`config.mk`:
```
export PLATFORM = sky130hd
export DESIGN_NAME = pmbus_command_bank
export DESIGN_NICKNAME = d
export VERILOG_FILES = /design/src/verilog/pmbus_command_bank.v
export VERILOG_INCLUDE_DIRS = /design/src /design/src/verilog
export SDC_FILE = /design/constraint.sdc
export NUM_CORES = 1
export LEC_CHECK = 0
export ABC_AREA = 1
export BUFFER_PORTS_ARGS = -buffer_cell sky130_fd_sc_hd__buf_2
export CAP_MARGIN = 20
export CORE_UTILIZATION = 62
export DETAILED_ROUTE_END_ITERATION = 6
export PLACE_DENSITY_LB_ADDON = 0.1
export SYNTH_ARGS = -nofsm -noshare
export SYNTH_HDL_FRONTEND = slang
export SYNTH_SLANG_ARGS = --single-unit
```
`constraint.sdc`:
```
create_clock -name clk -period 3.3 [get_ports clk]
set_clock_uncertainty 0.15 [all_clocks]
set_input_delay 0.165 -clock clk [delete_from_list [all_inputs] [get_ports clk]]
set_output_delay 0.165 -clock clk [all_outputs]
set_load 0.01 [all_outputs]
```
`src/verilog/pmbus_bank_regs.vh`:
```
/*
  Command codes, reset values, ranges and timing counts of the command bank.
  Assumes inclusion by the bank module only.
*/
`ifndef PMBUS_BANK_REGS_VH
`define PMBUS_BANK_REGS_VH
`define CMD_OVF_ACT      8'h41
`define CMD_OVW_THR      8'h42
`define CMD_OCF_THR      8'h46
`define CMD_OCF_ACT      8'h47
`define CMD_OCW_THR      8'h4A
`define CMD_OTF_THR      8'h4F
`define CMD_OTF_ACT      8'h50
`define CMD_OTW_THR      8'h51
`define CMD_VIN_THR      8'h55
`define CMD_PG_ON        8'h5E
`define CMD_PG_OFF       8'h5F
`define CMD_TON_DLY      8'h60
`define CMD_OUTPUT_RISE_TIME     8'h61
`define CMD_STAT_WORD    8'h79
`define CMD_STAT_VOUT    8'h7A
`define CMD_STAT_IOUT    8'h7B
`define CMD_STAT_IN      8'h7C
`define CMD_STAT_TEMP    8'h7D
`define CMD_STAT_CML     8'h7E
`define CMD_RD_VIN       8'h88
`define CMD_RD_VOUT      8'h8B
`define CMD_RD_IOUT      8'h8C
`define CMD_RD_TEMP      8'h8D
`define CMD_REV          8'h98
`define CMD_SEC_CFG      8'hE1
`define RST_OVF_ACT      8'hB8
`define RST_OCF_ACT      8'hF8
`define RST_OTF_ACT      8'hB8
`define RST_SEC_CFG      8'h00
`define RST_OVW_THR      16'hF000
`define RST_OCF_THR      16'hE3C0
`define RST_OCW_THR      16'hE320
`define RST_OTF_THR      16'hF1F4
`define RST_OTW_THR      16'hF1CC
`define RST_VIN_THR      16'hEB70
`define RST_PG_ON        16'hB000
`define RST_PG_OFF       16'h9000
`define RST_TON_DLY      16'hF814
`define RST_OUTPUT_RISE_TIME     16'hF828
`define RST_OV_FAULT     16'hF000
`define PROTOCOL_REV     8'h22
`define EXP_IOUT         5'h1C
`define EXP_TEMP         5'h1E
`define EXP_VIN          5'h1D
`define EXP_TIME         5'h1F
`define OVW_MIN          16'hB000
`define OVW_MAX          16'hFFFF
`define PG_MIN           16'h819A
`define PG_MAX           16'hD333
`define OC_MIN           12'h1E0
`define OC_MAX           12'h500
`define OTF_MIN          12'h064
`define OTF_MAX          12'h230
`define OTW_MIN          12'h064
`define OTW_MAX          12'h1F4
`define VIN_MIN          12'h180
`define VIN_MAX          12'h370
`define DLY_MIN          12'h00A
`define RISE_MIN         12'h01E
`define TIME_MAX         12'h3E8
`define RESP_FLD_HI      7
`define RETRY_FLD_HI     5
`define CML_BAD_CMD      7
`define CML_BAD_DATA     6
`define PG_BAD_BIT       11
`define TIME_LSB_NS      500000
`define CLK_PERIOD_NS    4
`define TICK_CYCLES      (`TIME_LSB_NS / `CLK_PERIOD_NS)
`endif

```
`src/verilog/pmbus_command_bank.v`:
```
/*
  Command register bank of a digital power module, reached as an SMBus slave
  over clock and data pins, with limit checks, status and start-up sequencing.
  Assumes scl and sda come from the host asynchronously, measurements arrive
  in linear format on clk, and the pad resolves the open-drain data wire.
*/
`include "pmbus_bank_regs.vh"
`default_nettype none
module pmbus_command_bank #(
  parameter [6:0]  DEV_ADDR    = 7'h10,
  parameter        TICK_CYCLES = `TICK_CYCLES,
  parameter [15:0] OV_FAULT    = `RST_OV_FAULT
) (
  input  wire        clk,
  input  wire        rst_b,
  input  wire        scl,
  input  wire        sda_in,
  output reg         sda_out,
  output reg         sda_oe,
  input  wire        start_req,
  input  wire [15:0] vin_meas,
  input  wire [15:0] vout_meas,
  input  wire [15:0] iout_meas,
  input  wire [15:0] temp_meas,
  output reg         output_enable,
  output reg         rise_active,
  output reg         power_good,
  output reg  [7:0]  secondary_on_off_pin
);
  localparam [2:0] B_IDLE = 3'h0, B_ADDR = 3'h1, B_ACKA = 3'h2, B_WR = 3'h3;
  localparam [2:0] B_ACKW = 3'h4, B_RD = 3'h5, B_ACKR = 3'h6;
  localparam [2:0] S_OFF = 3'h0, S_DELAY = 3'h1, S_RISE = 3'h2, S_ON = 3'h3;
  localparam [2:0] S_HOLD = 3'h4;

  reg  [2:0]  scl_sq, sda_sq, bus_q, seq_q;
  reg  [3:0]  bit_q;
  reg  [7:0]  sh_q, tx_q, cmd_q, lo_q;
  reg  [1:0]  idx_q;
  reg         rw_q, nack_q;
  reg  [7:0]  ovf_act_q, ocf_act_q, otf_act_q;
  reg  [15:0] ovw_q, ocf_q, ocw_q, otf_q, otw_q;
  reg  [15:0] vin_q, pgon_q, pgoff_q, dly_q, rise_q;
  reg  [7:0]  cml_q, st_vout_q, st_iout_q, st_in_q, st_temp_q;
  reg  [31:0] tick_q;
  reg  [10:0] step_q;
  reg  [15:0] rd_w;
  reg         wr_known, wr_word, wr_range;
  reg  [7:0]  act;
  wire        scl_rise = scl_sq[1] & ~scl_sq[2];
  wire        scl_fall = ~scl_sq[1] & scl_sq[2];
  wire        bus_start = scl_sq[1] & scl_sq[2] & sda_sq[2] & ~sda_sq[1];
  wire        bus_stop = scl_sq[1] & scl_sq[2] & ~sda_sq[2] & sda_sq[1];
  wire [15:0] wdata = {sh_q, lo_q};
  wire        byte_end = scl_fall & (bit_q == 4'h8);
  wire        wr_byte = (bus_q == B_WR) & byte_end;
  wire        commit = wr_byte & wr_known & (idx_q == (wr_word ? 2'h2 : 2'h1));
  wire        bad_cmd = wr_byte & (idx_q != 2'h0) & ~wr_known;
  wire        tick = (tick_q == TICK_CYCLES - 1);
  wire        ov_flt = vout_meas > OV_FAULT;
  wire        ov_warn = vout_meas > ovw_q;
  wire        oc_flt = iout_meas[10:0] > ocf_q[10:0];
  wire        oc_warn = iout_meas[10:0] > ocw_q[10:0];
  wire        ot_flt = temp_meas[10:0] > otf_q[10:0];
  wire        ot_warn = temp_meas[10:0] > otw_q[10:0];
  wire        vin_flt = vin_meas[10:0] > vin_q[10:0];
  wire        act_flt = ov_flt | oc_flt | ot_flt;
  wire        cml_rd = (bus_q == B_ACKA) & scl_fall & rw_q & (cmd_q == `CMD_STAT_CML);

  function lin_ok;
    input [15:0] w;
    input [4:0]  e;
    input [11:0] lo;
    input [11:0] hi;
    begin
      lin_ok = (w[15:11] == e) & ~w[10] & ({1'b0, w[10:0]} >= lo) &
               ({1'b0, w[10:0]} <= hi);
    end
  endfunction

  always @* begin
    wr_known = 1'b1;
    wr_word = 1'b1;
    wr_range = 1'b1;
    if (cmd_q == `CMD_OVF_ACT || cmd_q == `CMD_OCF_ACT || cmd_q == `CMD_OTF_ACT ||
        cmd_q == `CMD_SEC_CFG) begin
      wr_word = 1'b0;
    end else if (cmd_q == `CMD_OVW_THR) begin
      wr_range = (wdata >= `OVW_MIN) & (wdata <= `OVW_MAX);
    end else if (cmd_q == `CMD_OCF_THR || cmd_q == `CMD_OCW_THR) begin
      wr_range = lin_ok(wdata, `EXP_IOUT, `OC_MIN, `OC_MAX);
    end else if (cmd_q == `CMD_OTF_THR) begin
      wr_range = lin_ok(wdata, `EXP_TEMP, `OTF_MIN, `OTF_MAX);
    end else if (cmd_q == `CMD_OTW_THR) begin
      wr_range = lin_ok(wdata, `EXP_TEMP, `OTW_MIN, `OTW_MAX);
    end else if (cmd_q == `CMD_VIN_THR) begin
      wr_range = lin_ok(wdata, `EXP_VIN, `VIN_MIN, `VIN_MAX);
    end else if (cmd_q == `CMD_PG_ON || cmd_q == `CMD_PG_OFF) begin
      wr_range = (wdata >= `PG_MIN) & (wdata <= `PG_MAX);
    end else if (cmd_q == `CMD_TON_DLY) begin
      wr_range = lin_ok(wdata, `EXP_TIME, `DLY_MIN, `TIME_MAX);
    end else if (cmd_q == `CMD_OUTPUT_RISE_TIME) begin
      wr_range = lin_ok(wdata, `EXP_TIME, `RISE_MIN, `TIME_MAX);
    end else begin
      wr_known = 1'b0;
    end
  end

  always @* begin
    rd_w = 16'hFFFF;
    if (cmd_q == `CMD_OVF_ACT) begin
      rd_w = {8'h00, ovf_act_q};
    end else if (cmd_q == `CMD_OVW_THR) begin
      rd_w = ovw_q;
    end else if (cmd_q == `CMD_OCF_THR) begin
      rd_w = ocf_q;
    end else if (cmd_q == `CMD_OCF_ACT) begin
      rd_w = {8'h00, ocf_act_q};
    end else if (cmd_q == `CMD_OCW_THR) begin
      rd_w = ocw_q;
    end else if (cmd_q == `CMD_OTF_THR) begin
      rd_w = otf_q;
    end else if (cmd_q == `CMD_OTF_ACT) begin
      rd_w = {8'h00, otf_act_q};
    end else if (cmd_q == `CMD_OTW_THR) begin
      rd_w = otw_q;
    end else if (cmd_q == `CMD_VIN_THR) begin
      rd_w = vin_q;
    end else if (cmd_q == `CMD_PG_ON) begin
      rd_w = pgon_q;
    end else if (cmd_q == `CMD_PG_OFF) begin
      rd_w = pgoff_q;
    end else if (cmd_q == `CMD_TON_DLY) begin
      rd_w = dly_q;
    end else if (cmd_q == `CMD_OUTPUT_RISE_TIME) begin
      rd_w = rise_q;
    end else if (cmd_q == `CMD_STAT_WORD) begin
      rd_w = {st_vout_q[7] | st_vout_q[6], st_iout_q[7] | st_iout_q[5], st_in_q[7],
              1'b0, ~power_good, 3'h0, 1'b0, ~output_enable, 3'h0,
              st_temp_q[7] | st_temp_q[6], |cml_q, 1'b0};
    end else if (cmd_q == `CMD_STAT_VOUT) begin
      rd_w = {8'h00, st_vout_q};
    end else if (cmd_q == `CMD_STAT_IOUT) begin
      rd_w = {8'h00, st_iout_q};
    end else if (cmd_q == `CMD_STAT_IN) begin
      rd_w = {8'h00, st_in_q};
    end else if (cmd_q == `CMD_STAT_TEMP) begin
      rd_w = {8'h00, st_temp_q};
    end else if (cmd_q == `CMD_STAT_CML) begin
      rd_w = {8'h00, cml_q};
    end else if (cmd_q == `CMD_RD_VIN) begin
      rd_w = vin_meas;
    end else if (cmd_q == `CMD_RD_VOUT) begin
      rd_w = vout_meas;
    end else if (cmd_q == `CMD_RD_IOUT) begin
      rd_w = iout_meas;
    end else if (cmd_q == `CMD_RD_TEMP) begin
      rd_w = temp_meas;
    end else if (cmd_q == `CMD_REV) begin
      rd_w = {8'h00, `PROTOCOL_REV};
    end else if (cmd_q == `CMD_SEC_CFG) begin
      rd_w = {8'h00, secondary_on_off_pin};
    end
  end

  /* Bus engine: pins pass three flip-flops, edges are found between the second and the third. */
  always @(posedge clk) begin
    if (!rst_b) begin
      scl_sq <= 3'h7;
      sda_sq <= 3'h7;
      bus_q <= B_IDLE;
      bit_q <= 4'h0;
      sh_q <= 8'h00;
      tx_q <= 8'h00;
      cmd_q <= 8'h00;
      lo_q <= 8'h00;
      idx_q <= 2'h0;
      rw_q <= 1'b0;
      nack_q <= 1'b0;
      sda_out <= 1'b0;
      sda_oe <= 1'b0;
    end else begin
      scl_sq <= {scl_sq[1:0], scl};
      sda_sq <= {sda_sq[1:0], sda_in};
      if (bus_start) begin
        bus_q <= B_ADDR;
        bit_q <= 4'h0;
        idx_q <= 2'h0;
        sda_oe <= 1'b0;
      end else if (bus_stop) begin
        bus_q <= B_IDLE;
        sda_oe <= 1'b0;
      end else if (scl_rise) begin
        if (bus_q == B_ADDR || bus_q == B_WR || bus_q == B_RD) begin
          sh_q <= {sh_q[6:0], sda_sq[2]};
          bit_q <= bit_q + 4'h1;
        end
        if (bus_q == B_ACKR) begin
          nack_q <= sda_sq[2];
        end
      end else if (scl_fall) begin
        case (bus_q)
          B_ADDR: begin
            if (bit_q == 4'h8) begin
              bit_q <= 4'h0;
              rw_q <= sh_q[0];
              bus_q <= (sh_q[7:1] == DEV_ADDR) ? B_ACKA : B_IDLE;
              sda_oe <= (sh_q[7:1] == DEV_ADDR);
            end
          end
          B_ACKA: begin
            if (rw_q) begin
              bus_q <= B_RD;
              sda_oe <= ~rd_w[7];
              tx_q <= {rd_w[6:0], 1'b0};
              idx_q <= 2'h1;
            end else begin
              bus_q <= B_WR;
              sda_oe <= 1'b0;
            end
          end
          B_WR: begin
            if (bit_q == 4'h8) begin
              bit_q <= 4'h0;
              if (idx_q == 2'h0) begin
                cmd_q <= sh_q;
              end
              if (idx_q == 2'h1) begin
                lo_q <= sh_q;
              end
              if (idx_q != 2'h3) begin
                idx_q <= idx_q + 2'h1;
              end
              bus_q <= B_ACKW;
              sda_oe <= 1'b1;
            end
          end
          B_ACKW: begin
            bus_q <= B_WR;
            sda_oe <= 1'b0;
          end
          B_RD: begin
            if (bit_q == 4'h8) begin
              bit_q <= 4'h0;
              bus_q <= B_ACKR;
              sda_oe <= 1'b0;
            end else begin
              sda_oe <= ~tx_q[7];
              tx_q <= {tx_q[6:0], 1'b0};
            end
          end
          B_ACKR: begin
            if (nack_q) begin
              bus_q <= B_IDLE;
            end else begin
              bus_q <= B_RD;
              sda_oe <= (idx_q == 2'h1) ? ~rd_w[15] : 1'b0;
              tx_q <= (idx_q == 2'h1) ? {rd_w[14:8], 1'b0} : 8'hFE;
              idx_q <= 2'h2;
            end
          end
          default: begin
            bus_q <= B_IDLE;
          end
        endcase
      end
    end
  end

  /* Writable commands and status flags. */
  always @(posedge clk) begin
    if (!rst_b) begin
      ovf_act_q <= `RST_OVF_ACT;
      ocf_act_q <= `RST_OCF_ACT;
      otf_act_q <= `RST_OTF_ACT;
      secondary_on_off_pin <= `RST_SEC_CFG;
      ovw_q <= `RST_OVW_THR;
      ocf_q <= `RST_OCF_THR;
      ocw_q <= `RST_OCW_THR;
      otf_q <= `RST_OTF_THR;
      otw_q <= `RST_OTW_THR;
      vin_q <= `RST_VIN_THR;
      pgon_q <= `RST_PG_ON;
      pgoff_q <= `RST_PG_OFF;
      dly_q <= `RST_TON_DLY;
      rise_q <= `RST_OUTPUT_RISE_TIME;
      cml_q <= 8'h00;
      st_vout_q <= 8'h00;
      st_iout_q <= 8'h00;
      st_in_q <= 8'h00;
      st_temp_q <= 8'h00;
      power_good <= 1'b0;
    end else begin
      if (commit && wr_range) begin
        if (cmd_q == `CMD_OVF_ACT) ovf_act_q <= sh_q;
        if (cmd_q == `CMD_OCF_ACT) ocf_act_q <= sh_q;
        if (cmd_q == `CMD_OTF_ACT) otf_act_q <= sh_q;
        if (cmd_q == `CMD_SEC_CFG) secondary_on_off_pin <= sh_q;
        if (cmd_q == `CMD_OVW_THR) ovw_q <= wdata;
        if (cmd_q == `CMD_OCF_THR) ocf_q <= wdata;
        if (cmd_q == `CMD_OCW_THR) ocw_q <= wdata;
        if (cmd_q == `CMD_OTF_THR) otf_q <= wdata;
        if (cmd_q == `CMD_OTW_THR) otw_q <= wdata;
        if (cmd_q == `CMD_VIN_THR) vin_q <= wdata;
        if (cmd_q == `CMD_PG_ON) pgon_q <= wdata;
        if (cmd_q == `CMD_PG_OFF) pgoff_q <= wdata;
        if (cmd_q == `CMD_TON_DLY) dly_q <= wdata;
        if (cmd_q == `CMD_OUTPUT_RISE_TIME) rise_q <= wdata;
      end
      cml_q[`CML_BAD_DATA] <= (commit & ~wr_range) |
                              (cml_q[`CML_BAD_DATA] & ~cml_rd);
      cml_q[`CML_BAD_CMD] <= bad_cmd | (cml_q[`CML_BAD_CMD] & ~cml_rd);
      st_vout_q <= {ov_flt, ov_warn, 6'h00};
      st_iout_q <= {oc_flt, 1'b0, oc_warn, 5'h00};
      st_in_q <= {vin_flt, 7'h00};
      st_temp_q <= {ot_flt, ot_warn, 6'h00};
      if (vout_meas >= pgon_q) begin
        power_good <= 1'b1;
      end else if (vout_meas <= pgoff_q) begin
        power_good <= 1'b0;
      end
    end
  end

  /* Start-up sequencer, counting half-millisecond time steps. */
  always @* begin
    if (ov_flt) begin
      act = ovf_act_q;
    end else if (oc_flt) begin
      act = ocf_act_q;
    end else begin
      act = otf_act_q;
    end
  end

  always @(posedge clk) begin
    if (!rst_b) begin
      seq_q <= S_OFF;
      tick_q <= 32'h0;
      step_q <= 11'h000;
      output_enable <= 1'b0;
      rise_active <= 1'b0;
    end else begin
      tick_q <= (tick || seq_q == S_OFF) ? 32'h0 : tick_q + 32'h1;
      step_q <= tick ? step_q + 11'h001 : step_q;
      if (!start_req) begin
        seq_q <= S_OFF;
      end else if ((seq_q == S_RISE || seq_q == S_ON) &&
                   ((act_flt && act[`RESP_FLD_HI:`RESP_FLD_HI-1] != 2'h0) || vin_flt)) begin
        seq_q <= (!act_flt || act[`RETRY_FLD_HI:`RETRY_FLD_HI-2] != 3'h0) ?
                 S_DELAY : S_HOLD;
        step_q <= 11'h000;
        tick_q <= 32'h0;
      end else if (seq_q == S_OFF) begin
        seq_q <= S_DELAY;
        step_q <= 11'h000;
      end else if (seq_q == S_DELAY && step_q >= dly_q[10:0]) begin
        seq_q <= S_RISE;
        step_q <= 11'h000;
        tick_q <= 32'h0;
      end else if (seq_q == S_RISE && step_q >= rise_q[10:0]) begin
        seq_q <= S_ON;
      end
      output_enable <= (seq_q == S_RISE) | (seq_q == S_ON);
      rise_active <= (seq_q == S_RISE);
    end
  end
endmodule // pmbus_command_bank
`default_nettype wire

```
==> results of run 1 <==
-- routing by layer --
| layer | up-vias | share of wire | track usage |
|---|---|---|---|
| met1 | 8498 | 0.40 | 0.6050 |
| met2 | 1209 | 0.42 | 0.6613 |
| met5 | - | 0.00056 | 0 |
| met3 | 192 | 0.13 | 0.09515 |
| met4 | 6 | 0.047 | 0.1958 |
| li1 | 8524 | - | - |
-- final cells by class --
cell class / count / area (um2)
Antenna cell: 2 / 5.005
Multi-Input combinational cell: 1694 / 9557
Clock inverter: 15 / 153.9
Sequential cell: 299 / 5986
Tap cell: 372 / 465.4
Inverter: 376 / 1411
Fill cell: 2277 / 7375
Timing Repair Buffer: 171 / 1250
Clock buffer: 45 / 973.4
-- cells by family after synthesis --
group,after synthesis
buffers and inverters,475
other,1
AOI/OAI and AO/OA,622
xor gates and xnor gates,12
DFF,299
and+or+nand+nor,923
adders and majority gates,136
-- worst paths after layout --
| check | from | to | slack (ps) | cells past startpoint |
|---|---|---|---|---|
| setup / recovery | cmd_q[7]$_SDFFE_PN0P_ | ovw_q[7]$_SDFFE_PN0P_ | 150 | 13 |
| hold / removal | vout_meas[14] | st_vout_q[6]$_SDFF_PN0_ | 50 | 4 |
| setup reg to reg | cmd_q[7]$_SDFFE_PN0P_ | ovw_q[7]$_SDFFE_PN0P_ | 150 | 13 |
| hold reg to reg | sda_sq[0]$_SDFF_PN1_ | sda_sq[1]$_SDFF_PN1_ | 260 | 1 |
-- state kept, by name (all words and copies together), names as in the netlist, 4 cells and up --
signal / cells
ovf_act_q: 8
rise_q: 16
sh_q: 8
pgon_q: 16
otf_act_q: 8
otf_q: 16
vin_q: 16
ocf_q: 16
pgoff_q: 16
lo_q: 8
tx_q: 7
otw_q: 16
ocw_q: 16
ocf_act_q: 8
bit_q: 4
dly_q: 16
tick_q: 32
cmd_q: 8
secondary_on_off_pin: 8
ovw_q: 16
step_q: 11
-- power by group --
part           switching, uW  internal (uW)
Combinational            260            133
Clock                   1610           2250
Sequential              8.25           3620
Total                   1880           6000
-- repair_timing --
item                                    4_1_cts  5_1_grt
endpoints found under the hold margin        43        0
hold buffers                                  4        0
gates resized for setup                       0       16
endpoints found under the setup margin        0       85
setup buffers                                 0        1
-- layout by cell type (no fill, tap or decap), drive strengths merged, types with 9 or more instances in the layout --
cell,Yosys,routed
dfxtp,299,299
nand3b,21,21
nor4,29,29
a211oi,10,10
inv,371,374
xor2,11,11
ha,136,136
or2,13,13
o21ai,248,248
a31oi,9,9
and3,11,11
o22ai,9,9
o211ai,51,51
a21oi,236,236
buf,38,167
nor3,73,73
nand4,42,42
clkbuf,61,45
nand2,419,419
nor2,201,201
nand3,110,110
a221oi,13,13
o221ai,11,11
-- worst reg2reg max path: stages (launching register included) --
cell,delay (ps)
dfxtp_1,460
inv_2,40
nand2_1,120
nor2_1,100
inv_1,160
nor2_4,100
nor4_2,480
o21ai_1,270
nor3_2,280
buf_12,200
nand3_1,140
buf_12,200
o21ai_1,260
a21oi_1,70
-- through the flow --
stage / instance area, um2 / hold WS [ps] / setup slack, ps / total power [uW]
after global placement: 18560 / 203.5 / -43.77 / 4068
final: 19800 / 52.66 / 154.1 / 7886
after detailed placement: 18560 / 204.1 / 36.40 / 4080
after CTS: 19730 / 45.60 / 6.430 / 7869
after floorplan: 17330 / 107.1 / 777.4 / 3911
after global routing: 19800 / 77.92 / -30.54 / 8072
==> results.yml, run 1 <==
clocking:
  clock-sinks: 299
  root_buffer: "clkbuf_16"
  cts_tree: "done"
  path_clk_slew_ps: 60
  cts_buffers: 35
  clk_latency_ps: 540
  h-tree-depth: 2
  clock_path_buffers: 3
synth:
  yosys_warnings: 0
  synth-main-ff-cell: "dfxtp_1"
  synth_edf_count: 0
  synth_top_family_by_area: "simple AND/OR/NAND/NOR gates"
  synth_compound_area_frac: 0.2012
  yosysTopAreaCellShare: 0.3454
  async_reset_ff_frac: 0
  synth_nets: 2673
  synth.most_common_cell: "nand2_1"
  yosysTopAreaCell: "dfxtp_1"
  synth_cells: 2468
  synth_area_mm2: 0.01733
  synth-simple-area-share: 0.2425
  yosysSeqAreaShare: 0.3454
  syn_area_per_cell_um2: 7.022
  synthMuxAreaShare: 0
  synth_top_cells_by_count: "415 x nand2_1, 364 x inv_1, 299 x dfxtp_1, 236 x a21oi_1, 226 x o21ai_0"
  synthXorXnorAreaFrac: 0.006065
  ys_types: 58
  synthAdderAreaFrac: 0.09819
  netlist_top_cells_area: "dfxtp_1 35%, ha_1 9.8%, nand2_1 9.0%"
  synth.ff_latch_count: 299
pwr:
  p_leak_uw: 0.008861
  power_density_mw_per_mm2: 398.3
  ir_drop_mv: 0.4835
setup_path:
  path_buf_inv: 4
  slowest_stage: "nor4_2"
  arrival_ps: 3390
  worstSetupPathType: "register to register"
  cp_max_fo: 30
  critPathCaptureType: "register"
  crit_path_start_kind: "register"
  critPathTopFamily: "simple AND/OR/NAND/NOR gates"
  max_stage_delay_ps: 480
  path_cells: "inv_2, nand2_1, nor2_1, inv_1, nor2_4, nor4_2, o21ai_1, nor3_2, buf_12, nand3_1, buf_12, o21ai_1, a21oi_1"
  cp.required_ps: 3550
hold_path:
  worstHoldPathType: "input port to register"
status:
  status: "finished, final reports clean"
floorplanning:
  dieArea_mm2: 0.02862
  core_area_mm2: 0.02718
  rows: 60
  io_pins: 82
  die_h_um: 169.2
  start_util: 0.6377
  die_w_um: 169.2
global_routing:
  grt_start_max_net_pins: 112
  antenna_found_initial: 3
  grt_usage: 0.4403
  grt_overflow_total: 0
  grt_pass1_wl_mm: 95.75
  grt_pass1_vias: 16570
detailed_routing:
  routed_wl_mm: 64.19
  drtAntennaViolNets: 0
  drt_iter0_markers: 2676
  avgRoutedWirePerCell_um: 21.58
  drt_pass1_iterations: 6
  vias: 18430
  vias_per_cell: 6.197
  drc: 0
sta:
  fin_crit_ps: 3146
  clock.fmax_mhz: 317.9
  hold_viol: 0
  fin_crit_sh: 0.9533
  slew_violations: 0
  tightest_slew_ps: 775.9
  setup_violations: 0
  maxSlewHeadroom: 0.4827
  tns_ps: 0
place:
  dp_cells: 2907
  hpwl_mm: 48.45
  place_congestion: 1.047
  port_buffers: 80
cells_and_area:
  stdcell_count: 2974
  area_delta_synth_final_pct: 14.27
  drive_above_1_share: 0.1112
  final_core_utilization: 0.7286
  final_nets: 2782
flow_run:
  drv_cap: 0
Power figures use the tool's default switching activity.
==> run 2: changes to the inputs <==
--- a/config.mk
+++ b/config.mk
@@ -12,6 +12,7 @@
 export CORE_UTILIZATION = 62
 export DETAILED_ROUTE_END_ITERATION = 6
 export PLACE_DENSITY_LB_ADDON = 0.1
+export RECOVER_POWER = 25
 export SYNTH_ARGS = -nofsm -noshare
 export SYNTH_HDL_FRONTEND = slang
 export SYNTH_SLANG_ARGS = --single-unit
==> results.yml, run 2 (synthesized netlist as in run 1, its figures left out) <==
status:
  status: "finished, final reports clean"
sta:
  hold_viol: 0
  setup_violations: 0
  maxSlewHeadroom: 0.3662
  clock.fmax_mhz: 319.0
  tns_ps: 0
  setup_slack_ps: 165.4
  fin_crit_sh: 0.9499
  tightest_slew_ps: 950.7
  fin_crit_ps: 3135
  slew_violations: 0
clocking:
  cts_tree: "done"
  root_buffer: "clkbuf_16"
  path_clk_slew_ps: 60
  clock_path_buffers: 3
  clk_latency_ps: 530
  clock-sinks: 299
  cts_buffers: 35
  h-tree-depth: 2
detailed_routing:
  vias_per_cell: 6.204
  drtAntennaViolNets: 0
  met2_length_mm: 26.79
  wl_met3_mm: 8.586
  drt_pass1_iterations: 5
  drt_iter0_markers: 2670
  drc: 0
  wl_met1_mm: 25.66
  top_layer: "met5"
  avgRoutedWirePerCell_um: 21.60
  vias: 18440
  routed_wl_mm: 64.19
global_routing:
  grt_overflow_total: 0
  grt_pass1_vias: 16570
  grt_usage: 0.4403
  grt_pass1_wl_mm: 95.75
  antenna_found_initial: 3
  grt_start_max_net_pins: 112
cells_and_area:
  final_nets: 2782
  area_delta_synth_final_pct: 14.07
  insertedDiodeCount: 0
  layout_commonest_cell: "nand2_1"
  design_area_mm2: 0.01977
  layout_common_cells: "413 x nand2_1, 363 x inv_1, 299 x dfxtp_1"
  drive_above_1_share: 0.1050
  max_flop_register: "tick_q"
  largest_reg_flops: 32
setup_path:
  path_cells: "inv_2, nand2_1, nor2_1, inv_1, nor2_4, nor4_2, o21ai_1, nor3_2, buf_12, nand3_2, buf_12, nand2_1, o211ai_1"
  worstSetupPathType: "register to register"
  cp-startpoint: "cmd_q[7]$_SDFFE_PN0P_"
  r2r-start: "cmd_q[7]$_SDFFE_PN0P_"
  max_stage_delay_ps: 480
  arrival_ps: 3350
  critPathTopFamily: "simple AND/OR/NAND/NOR gates"
  slowest_stage: "nor4_2"
  crit_path_start_kind: "register"
  critPathCaptureType: "register"
  path_buf_inv: 4
  cp.required_ps: 3510
  cp_max_fo: 21
floorplanning:
  io_pins: 82
  die_w_um: 169.2
  start_util: 0.6377
  die_h_um: 169.2
  core_area_mm2: 0.02718
  dieArea_mm2: 0.02862
  rows: 60
pwr:
  ir_drop_mv: 0.4811
  power_density_mw_per_mm2: 398.7
  p_leak_uw: 0.008792
place:
  hpwl_mm: 48.45
  place_area_mm2: 0.01856
  pre_cts_ws_ps: 36.40
  place_congestion: 1.047
  port_buffers: 80
hold_path:
  hold_start: "vout_meas[14]"
  worstHoldPathType: "input port to register"
flow_run:
  drv_cap: 0
[run 2: cell types whose count changed in the layout (fill, tap and decap cells not counted), sizes merged]
cell    delta
clkbuf    +16
diode      -2
buf       -16
[run 2: metal layers]
metal / track usage / up-vias
met1: 0.6050 / 8489
met2: 0.6613 / 1222
met3: 0.09515 / 201
li1: - / 8520
met5: 0 / -
met4: 0.1958 / 6
[run 2: cell type report]
cell class                      count  area (um2)
Multi-Input combinational cell   1694        9557
Fill cell                        2294        7410
Sequential cell                   299        5986
Inverter                          376        1411
Timing Repair Buffer              171        1220
Clock buffer                       45       973.4
Tap cell                          372       465.4
Clock inverter                     15       153.9
[run 2: path summary, 6_finish.rpt]
path / endpoint / slack, ps / cells past startpoint
worst min register to register: sda_sq[1]$_SDFF_PN1_ / 260 / 1
worst min-delay path: st_vout_q[6]$_SDFF_PN0_ / 60 / 4
worst max-delay path: otf_q[6]$_SDFFE_PN1P_ / 170 / 13
worst max register to register: otf_q[6]$_SDFFE_PN1P_ / 170 / 13
[run 2: timing repair]
action,CTS,global route
hold endpoints to repair,43,0
buffers inserted,0,1
endpoints found under the setup margin,0,85
hold buffers,4,0
resized for setup,0,16
[run 2: worst reg2reg max path: cells and delay by family, from the launching register on]
family,cells,cell delay [ps]
DFF,1,450
AOI/OAI and AO/OA,2,380
and+or+nand+nor,7,1390
buffers and inverters,4,630
[run 2: where the power goes]
group,switching [uW],internal [uW]
combinational,261,132
sequential,8.29,3620
clock,1610,2250
[run 2: stage by stage]
stage	cells	hold slack, ps	util	power (uW)
2_1_floorplan	2468	107.1	-	3911
3_3_place_gp	2907	203.5	0.6831	4068
3_5_place_dp	2907	204.1	0.6831	4080
4_1_cts	2971	45.60	0.7260	7869
5_1_grt	2972	77.92	0.7273	8071
6_report	2972	62.83	0.7273	7882
